<file path="src/uss_cfg.svh">
// Constants and contract list for the universal serial shift/status block
//
// Contract
// - Start detector works only in two-wire mode; otherwise it is idle.
// - Data line is delayed 50 to 300 ns before sampling the clock line.
// - Start detection works without the core clock, for power-down wake; here it is sampled on ref_clk_i instead.
// - As two-wire slave, hold clock line low until ready for more data.
// - External clock pin counts both rising and falling edges.
// - Counter preloaded with F overflows on next external edge, sets flag.
// - Data register shifts left on selected external, timer or strobe.
// - Software write in same cycle as clock event wins; no shift.
// - Wire mode zero still shifts from data pin with external clock.
// - Serial output driven from data bit 7 through an output latch.
// - Latch open in first clock half if external, always if internal.
// - Transfer completion copies shift register into receive buffer.
// - Start flag set by start condition, or external clock pin edges in other modes.
// - Start flag interrupts when enabled; write one clears, releases hold.
// - Pending start interrupt wakes the processor from every sleep mode.
// - Overflow flag set on 15 to 0 wrap; write one clears, releases hold.
// - Overflow interrupt wakes the processor from idle sleep only.
// - Stop flag set on stop condition in two-wire; write one clears it.
// - Collision bit reads one in two-wire modes when data bit 7 differs from pin level.
// - Counter value is in status bits 3:0, readable and writable.
// - Counter increments once per selected clock event.
// - Mode 00 disables outputs, hold, detector; mode 01 is three-wire.
`ifndef USS_CFG_SVH
`define USS_CFG_SVH

// ----------------------------------------------------------------------
// Register byte addresses (register index times four)
// ----------------------------------------------------------------------
`define USS_IDX_CTRL 8'h0D
`define USS_IDX_STATUS 8'h0E
`define USS_IDX_DATA 8'h0F
`define USS_IDX_BUFFER 8'h10
`define USS_ADDR_W 7
`define USS_ADDR_CTRL (7'(`USS_IDX_CTRL * 4))
`define USS_ADDR_STATUS (7'(`USS_IDX_STATUS * 4))
`define USS_ADDR_DATA (7'(`USS_IDX_DATA * 4))
`define USS_ADDR_BUFFER (7'(`USS_IDX_BUFFER * 4))

// ----------------------------------------------------------------------
// Field positions
// ----------------------------------------------------------------------
`define USS_CR_SIE 7
`define USS_CR_OIE 6
`define USS_CR_WM_HI 5
`define USS_CR_WM_LO 4
`define USS_CR_CS1 3
`define USS_CR_CS0 2
`define USS_CR_CLK 1
`define USS_CR_TC 0
`define USS_SR_SIF 7
`define USS_SR_OIF 6
`define USS_SR_PF 5
`define USS_SR_DC 4
`define USS_RESET_BYTE 8'h00
`define USS_CNT_MAX 4'hF

// ----------------------------------------------------------------------
// Timing
// ----------------------------------------------------------------------
`define USS_CLK_MHZ 50
`define USS_SDA_DELAY_MIN_NS 50
`define USS_SDA_DELAY_MAX_NS 300
`define USS_SDA_DELAY_CYC \
    ((`USS_SDA_DELAY_MIN_NS * `USS_CLK_MHZ + 999) / 1000)

`endif

</file>
<file path="src/uss_pkg.sv">
// Types for the universal serial shift/status block
package uss_pkg;
    typedef enum logic [1:0] {
        USS_WM_OFF = 2'h0,
        USS_WM_THREE = 2'h1,
        USS_WM_TWO = 2'h2,
        USS_WM_TWO_HOLD = 2'h3
    } uss_wire_mode_t;
    typedef enum logic [1:0] {
        USS_CS_SOFT = 2'h0,
        USS_CS_TIMER = 2'h1,
        USS_CS_EXT_POS = 2'h2,
        USS_CS_EXT_NEG = 2'h3
    } uss_clk_src_t;
    typedef enum logic [1:0] {
        USS_BUS_IDLE = 2'h0,
        USS_BUS_DONE = 2'h1
    } uss_bus_state_t;
endpackage

</file>
<file path="src/uss_unit.sv">
// Universal serial shift register, counter, start detector and status flags
//
// The Avalon-MM slave port was decided locally.
`timescale 1ns/100ps
`default_nettype none
`include "uss_cfg.svh"
module uss_unit
    import uss_pkg::*;
#(
    parameter int SDA_DELAY_CYC = `USS_SDA_DELAY_CYC
) (
    input wire logic ref_clk_i,
    input wire logic rst_i,
    input wire logic [6:0] avs_address_i,
    input wire logic avs_read_i,
    input wire logic avs_write_i,
    input wire logic [31:0] avs_writedata_i,
    input wire logic [3:0] avs_byteenable_i,
    output logic [31:0] avs_readdata_o,
    output logic avs_waitrequest_o,
    input wire logic timer0_match_i,
    input wire logic global_int_en_i,
    input wire logic serial_clock_pin_i,
    input wire logic serial_data_in_pin_i,
    output logic serial_clock_pin_o,
    output logic serial_clock_pin_oe_n_o,
    output logic serial_data_out_o,
    output logic serial_data_oe_n_o,
    output logic start_irq_o,
    output logic overflow_irq_o,
    output logic wake_any_sleep_o,
    output logic wake_idle_o
);
    // ------------------------------------------------------------------
    // Elaboration check
    // ------------------------------------------------------------------
    if (SDA_DELAY_CYC < 1 || SDA_DELAY_CYC >
        (`USS_SDA_DELAY_MAX_NS * `USS_CLK_MHZ) / 1000) begin : g_chk
        $error("SDA_DELAY_CYC outside the allowed delay window");
    end

    // ------------------------------------------------------------------
    // Pin synchronisers
    // ------------------------------------------------------------------
    logic [1:0] scl_sync_r;
    logic [1:0] sda_sync_r;
    logic scl_prev_r;
    always_ff @(posedge ref_clk_i) begin
        if (rst_i) begin
            scl_sync_r <= 2'h3;
            sda_sync_r <= 2'h3;
            scl_prev_r <= 1'b1;
        end else begin
            scl_sync_r <= {scl_sync_r[0], serial_clock_pin_i};
            sda_sync_r <= {sda_sync_r[0], serial_data_in_pin_i};
            scl_prev_r <= scl_sync_r[1];
        end
    end
    logic scl_s;
    logic sda_s;
    assign scl_s = scl_sync_r[1];
    assign sda_s = sda_sync_r[1];
    logic scl_rise;
    logic scl_fall;
    assign scl_rise = scl_s & ~scl_prev_r;
    assign scl_fall = ~scl_s & scl_prev_r;

    // Delay line on the data input so the clock level is already settled
    logic [SDA_DELAY_CYC:0] sda_dly_r;
    always_ff @(posedge ref_clk_i) begin
        if (rst_i) begin
            sda_dly_r <= '1;
        end else begin
            sda_dly_r <= {sda_dly_r[SDA_DELAY_CYC-1:0], sda_s};
        end
    end
    logic sda_d;
    logic sda_prev;
    assign sda_d = sda_dly_r[SDA_DELAY_CYC-1];
    assign sda_prev = sda_dly_r[SDA_DELAY_CYC];

    // ------------------------------------------------------------------
    // Control register
    // ------------------------------------------------------------------
    logic [7:0] ctrl_r;
    uss_wire_mode_t wm;
    uss_clk_src_t cs;
    assign wm = uss_wire_mode_t'(ctrl_r[`USS_CR_WM_HI:`USS_CR_WM_LO]);
    assign cs = uss_clk_src_t'(ctrl_r[`USS_CR_CS1:`USS_CR_CS0]);
    logic two_wire;
    assign two_wire = wm[1];

    logic wr_acc;
    logic rd_acc;
    uss_bus_state_t bus_r;
    assign wr_acc = avs_write_i && bus_r == USS_BUS_IDLE;
    assign rd_acc = avs_read_i && bus_r == USS_BUS_IDLE;
    logic wr_ctrl;
    logic wr_stat;
    logic wr_data;
    assign wr_ctrl = wr_acc && avs_byteenable_i[0]
        && avs_address_i == `USS_ADDR_CTRL;
    assign wr_stat = wr_acc && avs_byteenable_i[0]
        && avs_address_i == `USS_ADDR_STATUS;
    assign wr_data = wr_acc && avs_byteenable_i[0]
        && avs_address_i == `USS_ADDR_DATA;
    logic [7:0] wdat;
    assign wdat = avs_writedata_i[7:0];

    // Strobe bits are write-only and act for the write cycle alone
    logic soft_clk;
    logic toggle_clk;
    assign soft_clk = wr_ctrl && wdat[`USS_CR_CLK];
    assign toggle_clk = wr_ctrl && wdat[`USS_CR_TC];

    always_ff @(posedge ref_clk_i) begin
        if (rst_i) begin
            ctrl_r <= `USS_RESET_BYTE;
        end else if (wr_ctrl) begin
            ctrl_r <= {wdat[7:2], 2'h0};
        end
    end

    // ------------------------------------------------------------------
    // Clock event selection
    // ------------------------------------------------------------------
    logic ext_sel;
    assign ext_sel = ctrl_r[`USS_CR_CS1];
    logic shift_ev;
    logic count_ev;
    logic ext_edge;
    logic ext_strobe;
    // External edge of the chosen polarity clocks the data register
    assign ext_edge = (cs == USS_CS_EXT_POS) ? scl_rise : scl_fall;
    // With external source, a strobe plus clock bit counts via the pin toggle
    assign ext_strobe = toggle_clk && wdat[`USS_CR_CLK];
    always_comb begin
        shift_ev = 1'b0;
        count_ev = 1'b0;
        case (cs)
            USS_CS_SOFT: begin
                shift_ev = soft_clk;
                count_ev = soft_clk | toggle_clk;
            end
            USS_CS_TIMER: begin
                shift_ev = timer0_match_i;
                count_ev = timer0_match_i | soft_clk | toggle_clk;
            end
            default: begin
                // Inputs act regardless of wire mode
                shift_ev = ext_edge;
                // Both pin edges count
                count_ev = (scl_rise | scl_fall) | ext_strobe;
            end
        endcase
    end

    // ------------------------------------------------------------------
    // Counter, data register, buffer
    // ------------------------------------------------------------------
    logic [3:0] cnt_r;
    logic overflow_ev;
    // F preload overflows on the very next event
    assign overflow_ev = count_ev && cnt_r == `USS_CNT_MAX;
    always_ff @(posedge ref_clk_i) begin
        if (rst_i) begin
            cnt_r <= 4'h0;
        end else if (wr_stat) begin
            cnt_r <= wdat[3:0];
        end else if (count_ev) begin
            cnt_r <= cnt_r + 4'h1;
        end
    end

    logic [7:0] data_r;
    always_ff @(posedge ref_clk_i) begin
        if (rst_i) begin
            data_r <= `USS_RESET_BYTE;
        end else if (wr_data) begin
            data_r <= wdat;
        end else if (shift_ev) begin
            data_r <= {data_r[6:0], sda_s};
        end
    end

    logic [7:0] buf_r;
    always_ff @(posedge ref_clk_i) begin
        if (rst_i) begin
            buf_r <= `USS_RESET_BYTE;
        end else if (overflow_ev) begin
            // Captures the byte including a shift in this same cycle
            buf_r <= (shift_ev && !wr_data)
                ? {data_r[6:0], sda_s} : data_r;
        end
    end

    // ------------------------------------------------------------------
    // Output latch: transparent with internal clock or while clock low
    // ------------------------------------------------------------------
    logic latch_r;
    logic latch_open;
    assign latch_open = !ext_sel || !scl_s;
    always_ff @(posedge ref_clk_i) begin
        if (rst_i) begin
            latch_r <= 1'b1;
        end else if (latch_open) begin
            latch_r <= wr_data ? wdat[7] : data_r[7];
        end
    end

    // ------------------------------------------------------------------
    // Start and stop detection
    // ------------------------------------------------------------------
    // The real part detects start with no clock; here it is sampled, and
    // wake_any_sleep_o exports the flag so a power controller can restart.
    logic start_cond;
    logic stop_cond;
    assign start_cond = two_wire && scl_s && sda_prev && !sda_d;
    assign stop_cond = two_wire && scl_s && !sda_prev && sda_d;
    logic start_edge_ev;
    assign start_edge_ev = !two_wire && ext_sel && !soft_clk
        && (scl_rise | scl_fall);

    logic sif_r;
    logic oif_r;
    logic pf_r;
    logic clr_sif;
    logic clr_oif;
    logic clr_pf;
    assign clr_sif = wr_stat && wdat[`USS_SR_SIF];
    assign clr_oif = wr_stat && wdat[`USS_SR_OIF];
    assign clr_pf = wr_stat && wdat[`USS_SR_PF];

    // Set wins over a clear in the same cycle
    always_ff @(posedge ref_clk_i) begin
        if (rst_i) begin
            sif_r <= 1'b0;
        end else if (start_cond || start_edge_ev) begin
            sif_r <= 1'b1;
        end else if (clr_sif) begin
            sif_r <= 1'b0;
        end
    end
    always_ff @(posedge ref_clk_i) begin
        if (rst_i) begin
            oif_r <= 1'b0;
        end else if (overflow_ev) begin
            oif_r <= 1'b1;
        end else if (clr_oif) begin
            oif_r <= 1'b0;
        end
    end
    always_ff @(posedge ref_clk_i) begin
        if (rst_i) begin
            pf_r <= 1'b0;
        end else if (stop_cond) begin
            pf_r <= 1'b1;
        end else if (clr_pf) begin
            pf_r <= 1'b0;
        end
    end

    // ------------------------------------------------------------------
    // Clock hold: start hold after the falling clock, overflow hold
    // ------------------------------------------------------------------
    logic start_hold_r;
    always_ff @(posedge ref_clk_i) begin
        if (rst_i) begin
            start_hold_r <= 1'b0;
        end else if (!two_wire || !sif_r) begin
            start_hold_r <= 1'b0;
        end else if (scl_fall) begin
            start_hold_r <= 1'b1;
        end
    end
    logic hold;
    assign hold = two_wire && (start_hold_r
        || (wm == USS_WM_TWO_HOLD && oif_r));

    // ------------------------------------------------------------------
    // Pin drivers (enable low means driving)
    // ------------------------------------------------------------------
    logic dc;
    assign dc = data_r[7] ^ sda_s;
    always_ff @(posedge ref_clk_i) begin
        if (rst_i) begin
            serial_clock_pin_o <= 1'b0;
            serial_clock_pin_oe_n_o <= 1'b1;
            serial_data_out_o <= 1'b1;
            serial_data_oe_n_o <= 1'b1;
        end else begin
            serial_clock_pin_o <= 1'b0;
            serial_clock_pin_oe_n_o <= !hold;
            serial_data_out_o <= latch_r;
            // Open drain in two-wire; direction bit is software's job
            case (wm)
                USS_WM_OFF: serial_data_oe_n_o <= 1'b1;
                USS_WM_THREE: serial_data_oe_n_o <= 1'b0;
                default: serial_data_oe_n_o <= latch_r;
            endcase
        end
    end

    // ------------------------------------------------------------------
    // Interrupt requests and wake-ups
    // ------------------------------------------------------------------
    always_ff @(posedge ref_clk_i) begin
        if (rst_i) begin
            start_irq_o <= 1'b0;
            overflow_irq_o <= 1'b0;
            wake_any_sleep_o <= 1'b0;
            wake_idle_o <= 1'b0;
        end else begin
            start_irq_o <= sif_r && ctrl_r[`USS_CR_SIE]
                && global_int_en_i;
            overflow_irq_o <= oif_r && ctrl_r[`USS_CR_OIE]
                && global_int_en_i;
            wake_any_sleep_o <= sif_r && ctrl_r[`USS_CR_SIE];
            wake_idle_o <= oif_r && ctrl_r[`USS_CR_OIE];
        end
    end

    // ------------------------------------------------------------------
    // Avalon-MM slave: one wait cycle, answer on the second edge
    // ------------------------------------------------------------------
    logic [7:0] rd_byte;
    always_comb begin
        case (avs_address_i)
            `USS_ADDR_CTRL: rd_byte = {ctrl_r[7:2], 2'h0};
            `USS_ADDR_STATUS: rd_byte = {sif_r, oif_r, pf_r,
                dc && two_wire, cnt_r};
            `USS_ADDR_DATA: rd_byte = data_r;
            `USS_ADDR_BUFFER: rd_byte = buf_r;
            default: rd_byte = 8'h00;
        endcase
    end
    always_ff @(posedge ref_clk_i) begin
        if (rst_i) begin
            bus_r <= USS_BUS_IDLE;
            avs_waitrequest_o <= 1'b1;
            avs_readdata_o <= 32'h0;
        end else begin
            case (bus_r)
                USS_BUS_IDLE: begin
                    if (rd_acc || wr_acc) begin
                        bus_r <= USS_BUS_DONE;
                        avs_waitrequest_o <= 1'b0;
                        avs_readdata_o <= {24'h0, rd_byte};
                    end
                end
                default: begin
                    bus_r <= USS_BUS_IDLE;
                    avs_waitrequest_o <= 1'b1;
                end
            endcase
        end
    end
endmodule // uss_unit
`default_nettype wire

</file>
<file path="config.mk">
export PLATFORM = sky130hd
export DESIGN_NAME = uss_unit
export DESIGN_NICKNAME = d
export VERILOG_FILES = /design/src/uss_pkg.sv /design/src/uss_unit.sv
export VERILOG_INCLUDE_DIRS = /design/src
export SDC_FILE = /design/constraint.sdc
export NUM_CORES = 1
export LEC_CHECK = 0
export ABC_AREA = 1
export BUFFER_PORTS_ARGS = -buffer_cell sky130_fd_sc_hd__buf_2
export CELL_PAD_IN_SITES_DETAIL_PLACEMENT = 1
export CELL_PAD_IN_SITES_GLOBAL_PLACEMENT = 2
export CORE_AREA = 2 2 102 104
export CTS_BUF_LIST = sky130_fd_sc_hd__clkbuf_2 sky130_fd_sc_hd__clkbuf_4 sky130_fd_sc_hd__clkbuf_8
export DETAILED_ROUTE_END_ITERATION = 8
export DIE_AREA = 0 0 104 106
export GPL_ROUTABILITY_DRIVEN = 0
export HOLD_SLACK_MARGIN = 0.05
export PLACE_DENSITY_LB_ADDON = 0.2
export SLEW_MARGIN = 30
export SYNTH_ARGS = -nofsm -noshare
export SYNTH_HDL_FRONTEND = slang
export SYNTH_SLANG_ARGS = --single-unit
</file>
<file path="constraint.sdc">
create_clock -name ref_clk_i -period 3.25 [get_ports ref_clk_i]
set_input_delay 0.8125 -clock ref_clk_i [delete_from_list [all_inputs] [get_ports ref_clk_i]]
set_output_delay 0.8125 -clock ref_clk_i [all_outputs]
set_load 0.01 [all_outputs]
</file>
# After elaboration in Yosys (flattened, before gate mapping)
# Cells that the tools add are included.
word_totals:
  reg_bits: 57
  in_bits: 51
  out_inout_bits: 41
  wordCells: 115
op_classes:
  add_sub_neg: 1
  eq_ne: 9
  muxes: 17
  bitwise: 11
  n_reduce_logical: 54
op_table:
  columns: ["cell", "n"]
  rows:
  - ["8-bit one-hot mux with 4 select lines", 1]
  - ["1-bit logical AND", 29]
  - ["8-bit 2-to-1 mux", 3]
  - ["7-bit by 6-bit == test with 1-bit output, second input constant", 3]
  - ["2-bit nonzero test", 5]
  - ["1-bit logical NOT", 9]
  - ["1-bit 2-to-1 mux", 8]
  - ["4-bit 2-to-1 mux", 2]
  - ["7-bit == test, second input constant", 1]
  - ["2-bit logical NOT", 3]
  - ["1-bit one-hot mux with 2 select lines", 3]
  - ["1-bit logical OR", 5]
  - ["1-bit bitwise OR", 5]
  - ["4-bit by 1-bit adder with 4-bit output, second input constant", 1]
  - ["2-bit by 1-bit == test with 1-bit output, second input constant", 2]
  - ["2-bit == test, second input constant", 2]
  - ["4-bit == test, second input constant", 1]
  - ["2-bit OR reduction", 2]
  - ["1-bit NOT", 3]
  - ["1-bit AND", 2]
  - ["2-bit AND reduction", 1]
  - ["1-bit XOR", 1]

# Longest topological paths before layout
depth:
  ltp_word: 10
  mapped_depth: 11
  mapped_depth_nobuf: 11

# Least setup slack after synthesis
# OpenSTA, ideal clock, no wires.
synth_path:
  path_kind: "input -> register"
  startpoint: "input avs_address_i[0]"
  endpoint: "register sif_r"
  setup_ns: 0.113
  arrival_ns: 1.852
  required_ns: 3.137
  setup_slack_ns: 1.285
  cell_stages: 10
  path_buffers: 0
  cell_sequence: "inv_2 nand2_2 nor2_2 nand3_2 nor2_4 inv_2 o21ai_1 inv_1 o21ai_1 inv_1"
synth_via:
  elab_chain_len: 8
  elab_cells_between_ends: 12
  classes_between: "2 x eq/ne; 1 x mux; 9 x reduce/logical"
synth_lines:
  columns: ["element", "line", "rtl"]
  rows:
  - ["start: declaration", "uss_unit.sv:14", "input wire logic [6:0] avs_address_i,"]
  - ["7-bit by 6-bit == test with 1-bit output", null, null]
  - ["1-bit logical AND (no line)", null, null]
  - ["1-bit logical AND", "uss_unit.sv:113", "assign soft_clk = wr_ctrl && wdat[`USS_CR_CLK];"]
  - ["1-bit logical NOT", "uss_unit.sv:221", "assign start_edge_ev = !two_wire && ext_sel && !soft_clk"]
  - ["1-bit logical AND", "uss_unit.sv:221", null]
  - ["1-bit logical AND", "uss_unit.sv:222", "&& (scl_rise | scl_fall);"]
  - ["1-bit logical OR", "uss_unit.sv:238", "end else if (start_cond || start_edge_ev) begin"]
  - ["1-bit 2-to-1 mux or 2-bit nonzero test (tied branches)", null, null]
  - ["end signal: assignment", "uss_unit.sv:237", "sif_r <= 1'b0;"]
  - ["end signal: assignment", "uss_unit.sv:239", "sif_r <= 1'b1;"]
  - ["end signal: assignment", "uss_unit.sv:241", "sif_r <= 1'b0;"]
  - ["end: declaration", "uss_unit.sv:224", "logic sif_r;"]
# Parallel ways exist; a longest one is shown, timed or not.
# A chain may end at the register's enable or synchronous reset.

# Worst setup path in the final report
layout_path:
  startpoint: "input avs_address_i[0]"
  endpoint: "register cnt_r[1]"
layout_via:
  elab_chain_len: 7
  elab_cells_between_ends: 14
  classes_between: "2 x eq/ne; 2 x mux; 4 x bitwise; 6 x reduce/logical"
layout_lines:
  columns: ["element", "line", "rtl"]
  rows:
  - ["7-bit by 6-bit == test with 1-bit output", null, null]
  - ["1-bit logical AND (no line)", null, null]
  - ["1-bit logical AND, on equally long branches", "uss_unit.sv:113, uss_unit.sv:114", null]
  - ["1-bit bitwise OR or 1-bit logical AND (tied branches)", "uss_unit.sv:147, uss_unit.sv:136", null]
  - ["1-bit bitwise OR, on equally long branches", "uss_unit.sv:147, uss_unit.sv:153", null]
  - ["1-bit one-hot mux with 2 select lines", "uss_unit.sv:140", "case (cs)"]
  - ["2-bit nonzero test (no line)", null, null]
  - ["end signal: assignment", "uss_unit.sv:169", "cnt_r <= wdat[3:0];"]
  - ["end signal: assignment", "uss_unit.sv:171", "cnt_r <= cnt_r + 4'h1;"]
  - ["end: declaration", "uss_unit.sv:161", "logic [3:0] cnt_r;"]
# Parallel ways exist; a longest one is shown, timed or not.

==> reports/qor.csv <==
metric;value;unit
synth unique cells;32;
total gr overflow;0;
Synth Register Bits;57;
Max Cap Viol;0;
Post-Route WL;8.588;mm
Die Area;11020;um2
postcts setup bufs;0;
global-route wire length before repair;14.18;mm
H-tree Lvls;3;
Inserted Clock Buffers;9;
clk_lat worst skew;0.35;ns
Setup crit end kind;register;
WL/cell;14.53;um
Routed Antenna Nets;0;
Root Driver;clkbuf_8;
# IOs;92;
port bufs;39;
Clock Path Buffers;2;
vias in the first global route;2786;
1st-pass router iterations;4;
Via Count;2704;
setup violators final;0;
setup TNS;0;ns
unrepaired setup endpoints after global routing;no;
sequential share of the synthesized area;0.3941;
clock tree sinks;57;
Clock Skews;0.008030;ns
Arrival @ worst endpoint;2.38;ns
critical path class;input port to register;
top post-synthesis cells by area;dfxtp_1 (39%), nand2_1 (11%), nand3_1 (6.7%);
Ys Warns;0;
area grow syn2layout;15.60;%
share of post-route cells with drive strength above 1;0.1868;
CTS Hold Buffers Added;0;
fin crit share;0.6573;
Synth Area in XOR/XNOR;0.006050;
CTS resizes;0;
post-synth top area share;0.3941;
Place WS;0.7429;ns
hpwl dp;6.451;mm
largest net degree at the start of global routing;39;
FMAX;0.4681;GHz
largest family of logic cells by synthesized area;simple AND/OR/NAND/NOR gates;
final hold violation count;0;
Top FF cell, synth;dfxtp_1;
Site Rows;37;
core area;10000;um2
Post-Synth Simple-Gate Area;0.2965;
DRC violations left;0;
CTS tree;yes;
initial antenna violation count;0;
Mapped Cells;407;
Synth Area in Adders;0.01296;
Final min period;2.136;ns
pwr dens;443.2;nW/um2
worst-case vdd ir drop;0.1957;mV
Diodes inserted;0;
Die Y;106;um
number of flops mapped to enable cells by yosys;0;
Nets;504;
final setup margin;1.114;ns
leakage power;1.438;nW
Mapped Avg Cell Area;7.114;um2
Slew headroom;0.4716;
Worst Hold Class;register to register;
Vias/cell;4.575;
top-count cell post-synth;nand2_1;
clk slew on worst S/H paths;0.07;ns
Required @ worst endpoint;3.50;ns
outcome;completed;
mux contribution to synthesized area;0;
Post-synth ARST share;0;
initial core utilization;0.2895;
Final Slew Violations;0;
post-synthesis compound-gate area fraction;0.1396;
CP max FO;9;
Tot GR Track Use;0.1643;
final core utilization;0.3347;
starting DRC count in detailed routing;106;
most instantiated cells after synthesis;nand2_1 (86), dfxtp_1 (57), inv_1 (50);
Die W;104;um
Mapped Area;2895;um2
largest area contributor in the netlist;dfxtp_1;
Tightest Pin Transition;0.7861;ns
Worst setup SP type;input port;
-- placed cells by master (no fill, tap or decap), types with 6 or more instances in the layout --
cell type  instances
nor2_1            14
buf_2             39
conb_1            25
clkbuf_8          10
o21ai_1           10
or2_2              6
inv_1             50
o21ai_0           25
nand4_1           11
a21oi_1           34
nand3_1           39
nand2_1           86
dfxtp_1           57
-- cells by family after synthesis --
family | Yosys count
compound gates | 77
xor+xnor | 2
fa+ha+maj | 3
buf+inv | 89
flops | 57
other cells | 1
simple gates | 178
-- final cells by class --
| cell class | count | area, um2 |
|---|---|---|
| Fill cell | 1312 | 6653 |
| Multi-Input combinational cell | 285 | 1411 |
| Sequential cell | 57 | 1141 |
| Timing Repair Buffer | 42 | 217.7 |
| Inverter | 55 | 206.4 |
| Tap cell | 136 | 170.2 |
| Clock buffer | 11 | 145.1 |
| Clock inverter | 5 | 55.05 |
-- where the power goes --
part / switching [mW] / internal (mW) / total [mW]
Sequential: 0.00467 / 0.707 / 0.711
Combinational: 0.0675 / 0.0264 / 0.0939
Clock: 0.298 / 0.380 / 0.678
-- worst max-delay path: stages --
cell and delay [ns]:
buf_2 0.11, inv_2 0.04, nand2_2 0.08, nor2_2 0.34
nand3_2 0.23, nor2_4 0.26, inv_2 0.11, nand2_1 0.15
inv_1 0.09, nor2_1 0.10, nor2_1 0.05
-- sequential cells by signal (all words and copies together) (netlist names), 2 cells and up --
| signal | count |
|---|---|
| buf_r | 8 |
| cnt_r | 4 |
| sda_dly_r | 4 |
| sda_sync_r | 2 |
| avs_readdata_o | 8 |
| scl_sync_r | 2 |
| ctrl_r | 6 |
| data_r | 8 |
-- layer usage --
layer / global-route usage / wire, um
met1: 0.2150 / 4229
met2: 0.2660 / 3898
met5: 0 / 0
met3: 0.03372 / 329
met4: 0.06467 / 130
-- metrics by stage --
step | instances | power (mW) | cell area [um2] | hold slack [ns]
6_report | 591 | 1.483 | 3347 | 0.4099
5_1_grt | 591 | 1.551 | 3347 | 0.4428
4_1_cts | 591 | 1.507 | 3347 | 0.4140
3_5_place_dp | 575 | 0.8221 | 3147 | 0.3989
3_3_place_gp | 575 | 0.8204 | 3147 | 0.3924
2_1_floorplan | 431 | 0.8023 | 2985 | 0.3895
-- path summary, 6_finish.rpt --
path / startpoint / to / slack [ns] / cells past startpoint
setup / recovery: avs_address_i[0] / cnt_r[1] / 1.11 / 11
hold / removal: sda_sync_r[0] / sda_sync_r[1] / 0.41 / 1
setup reg to reg: scl_sync_r[1] / data_r[3] / 1.39 / 8
hold reg to reg: sda_sync_r[0] / sda_sync_r[1] / 0.41 / 1
Power figures use the tool's default switching activity.
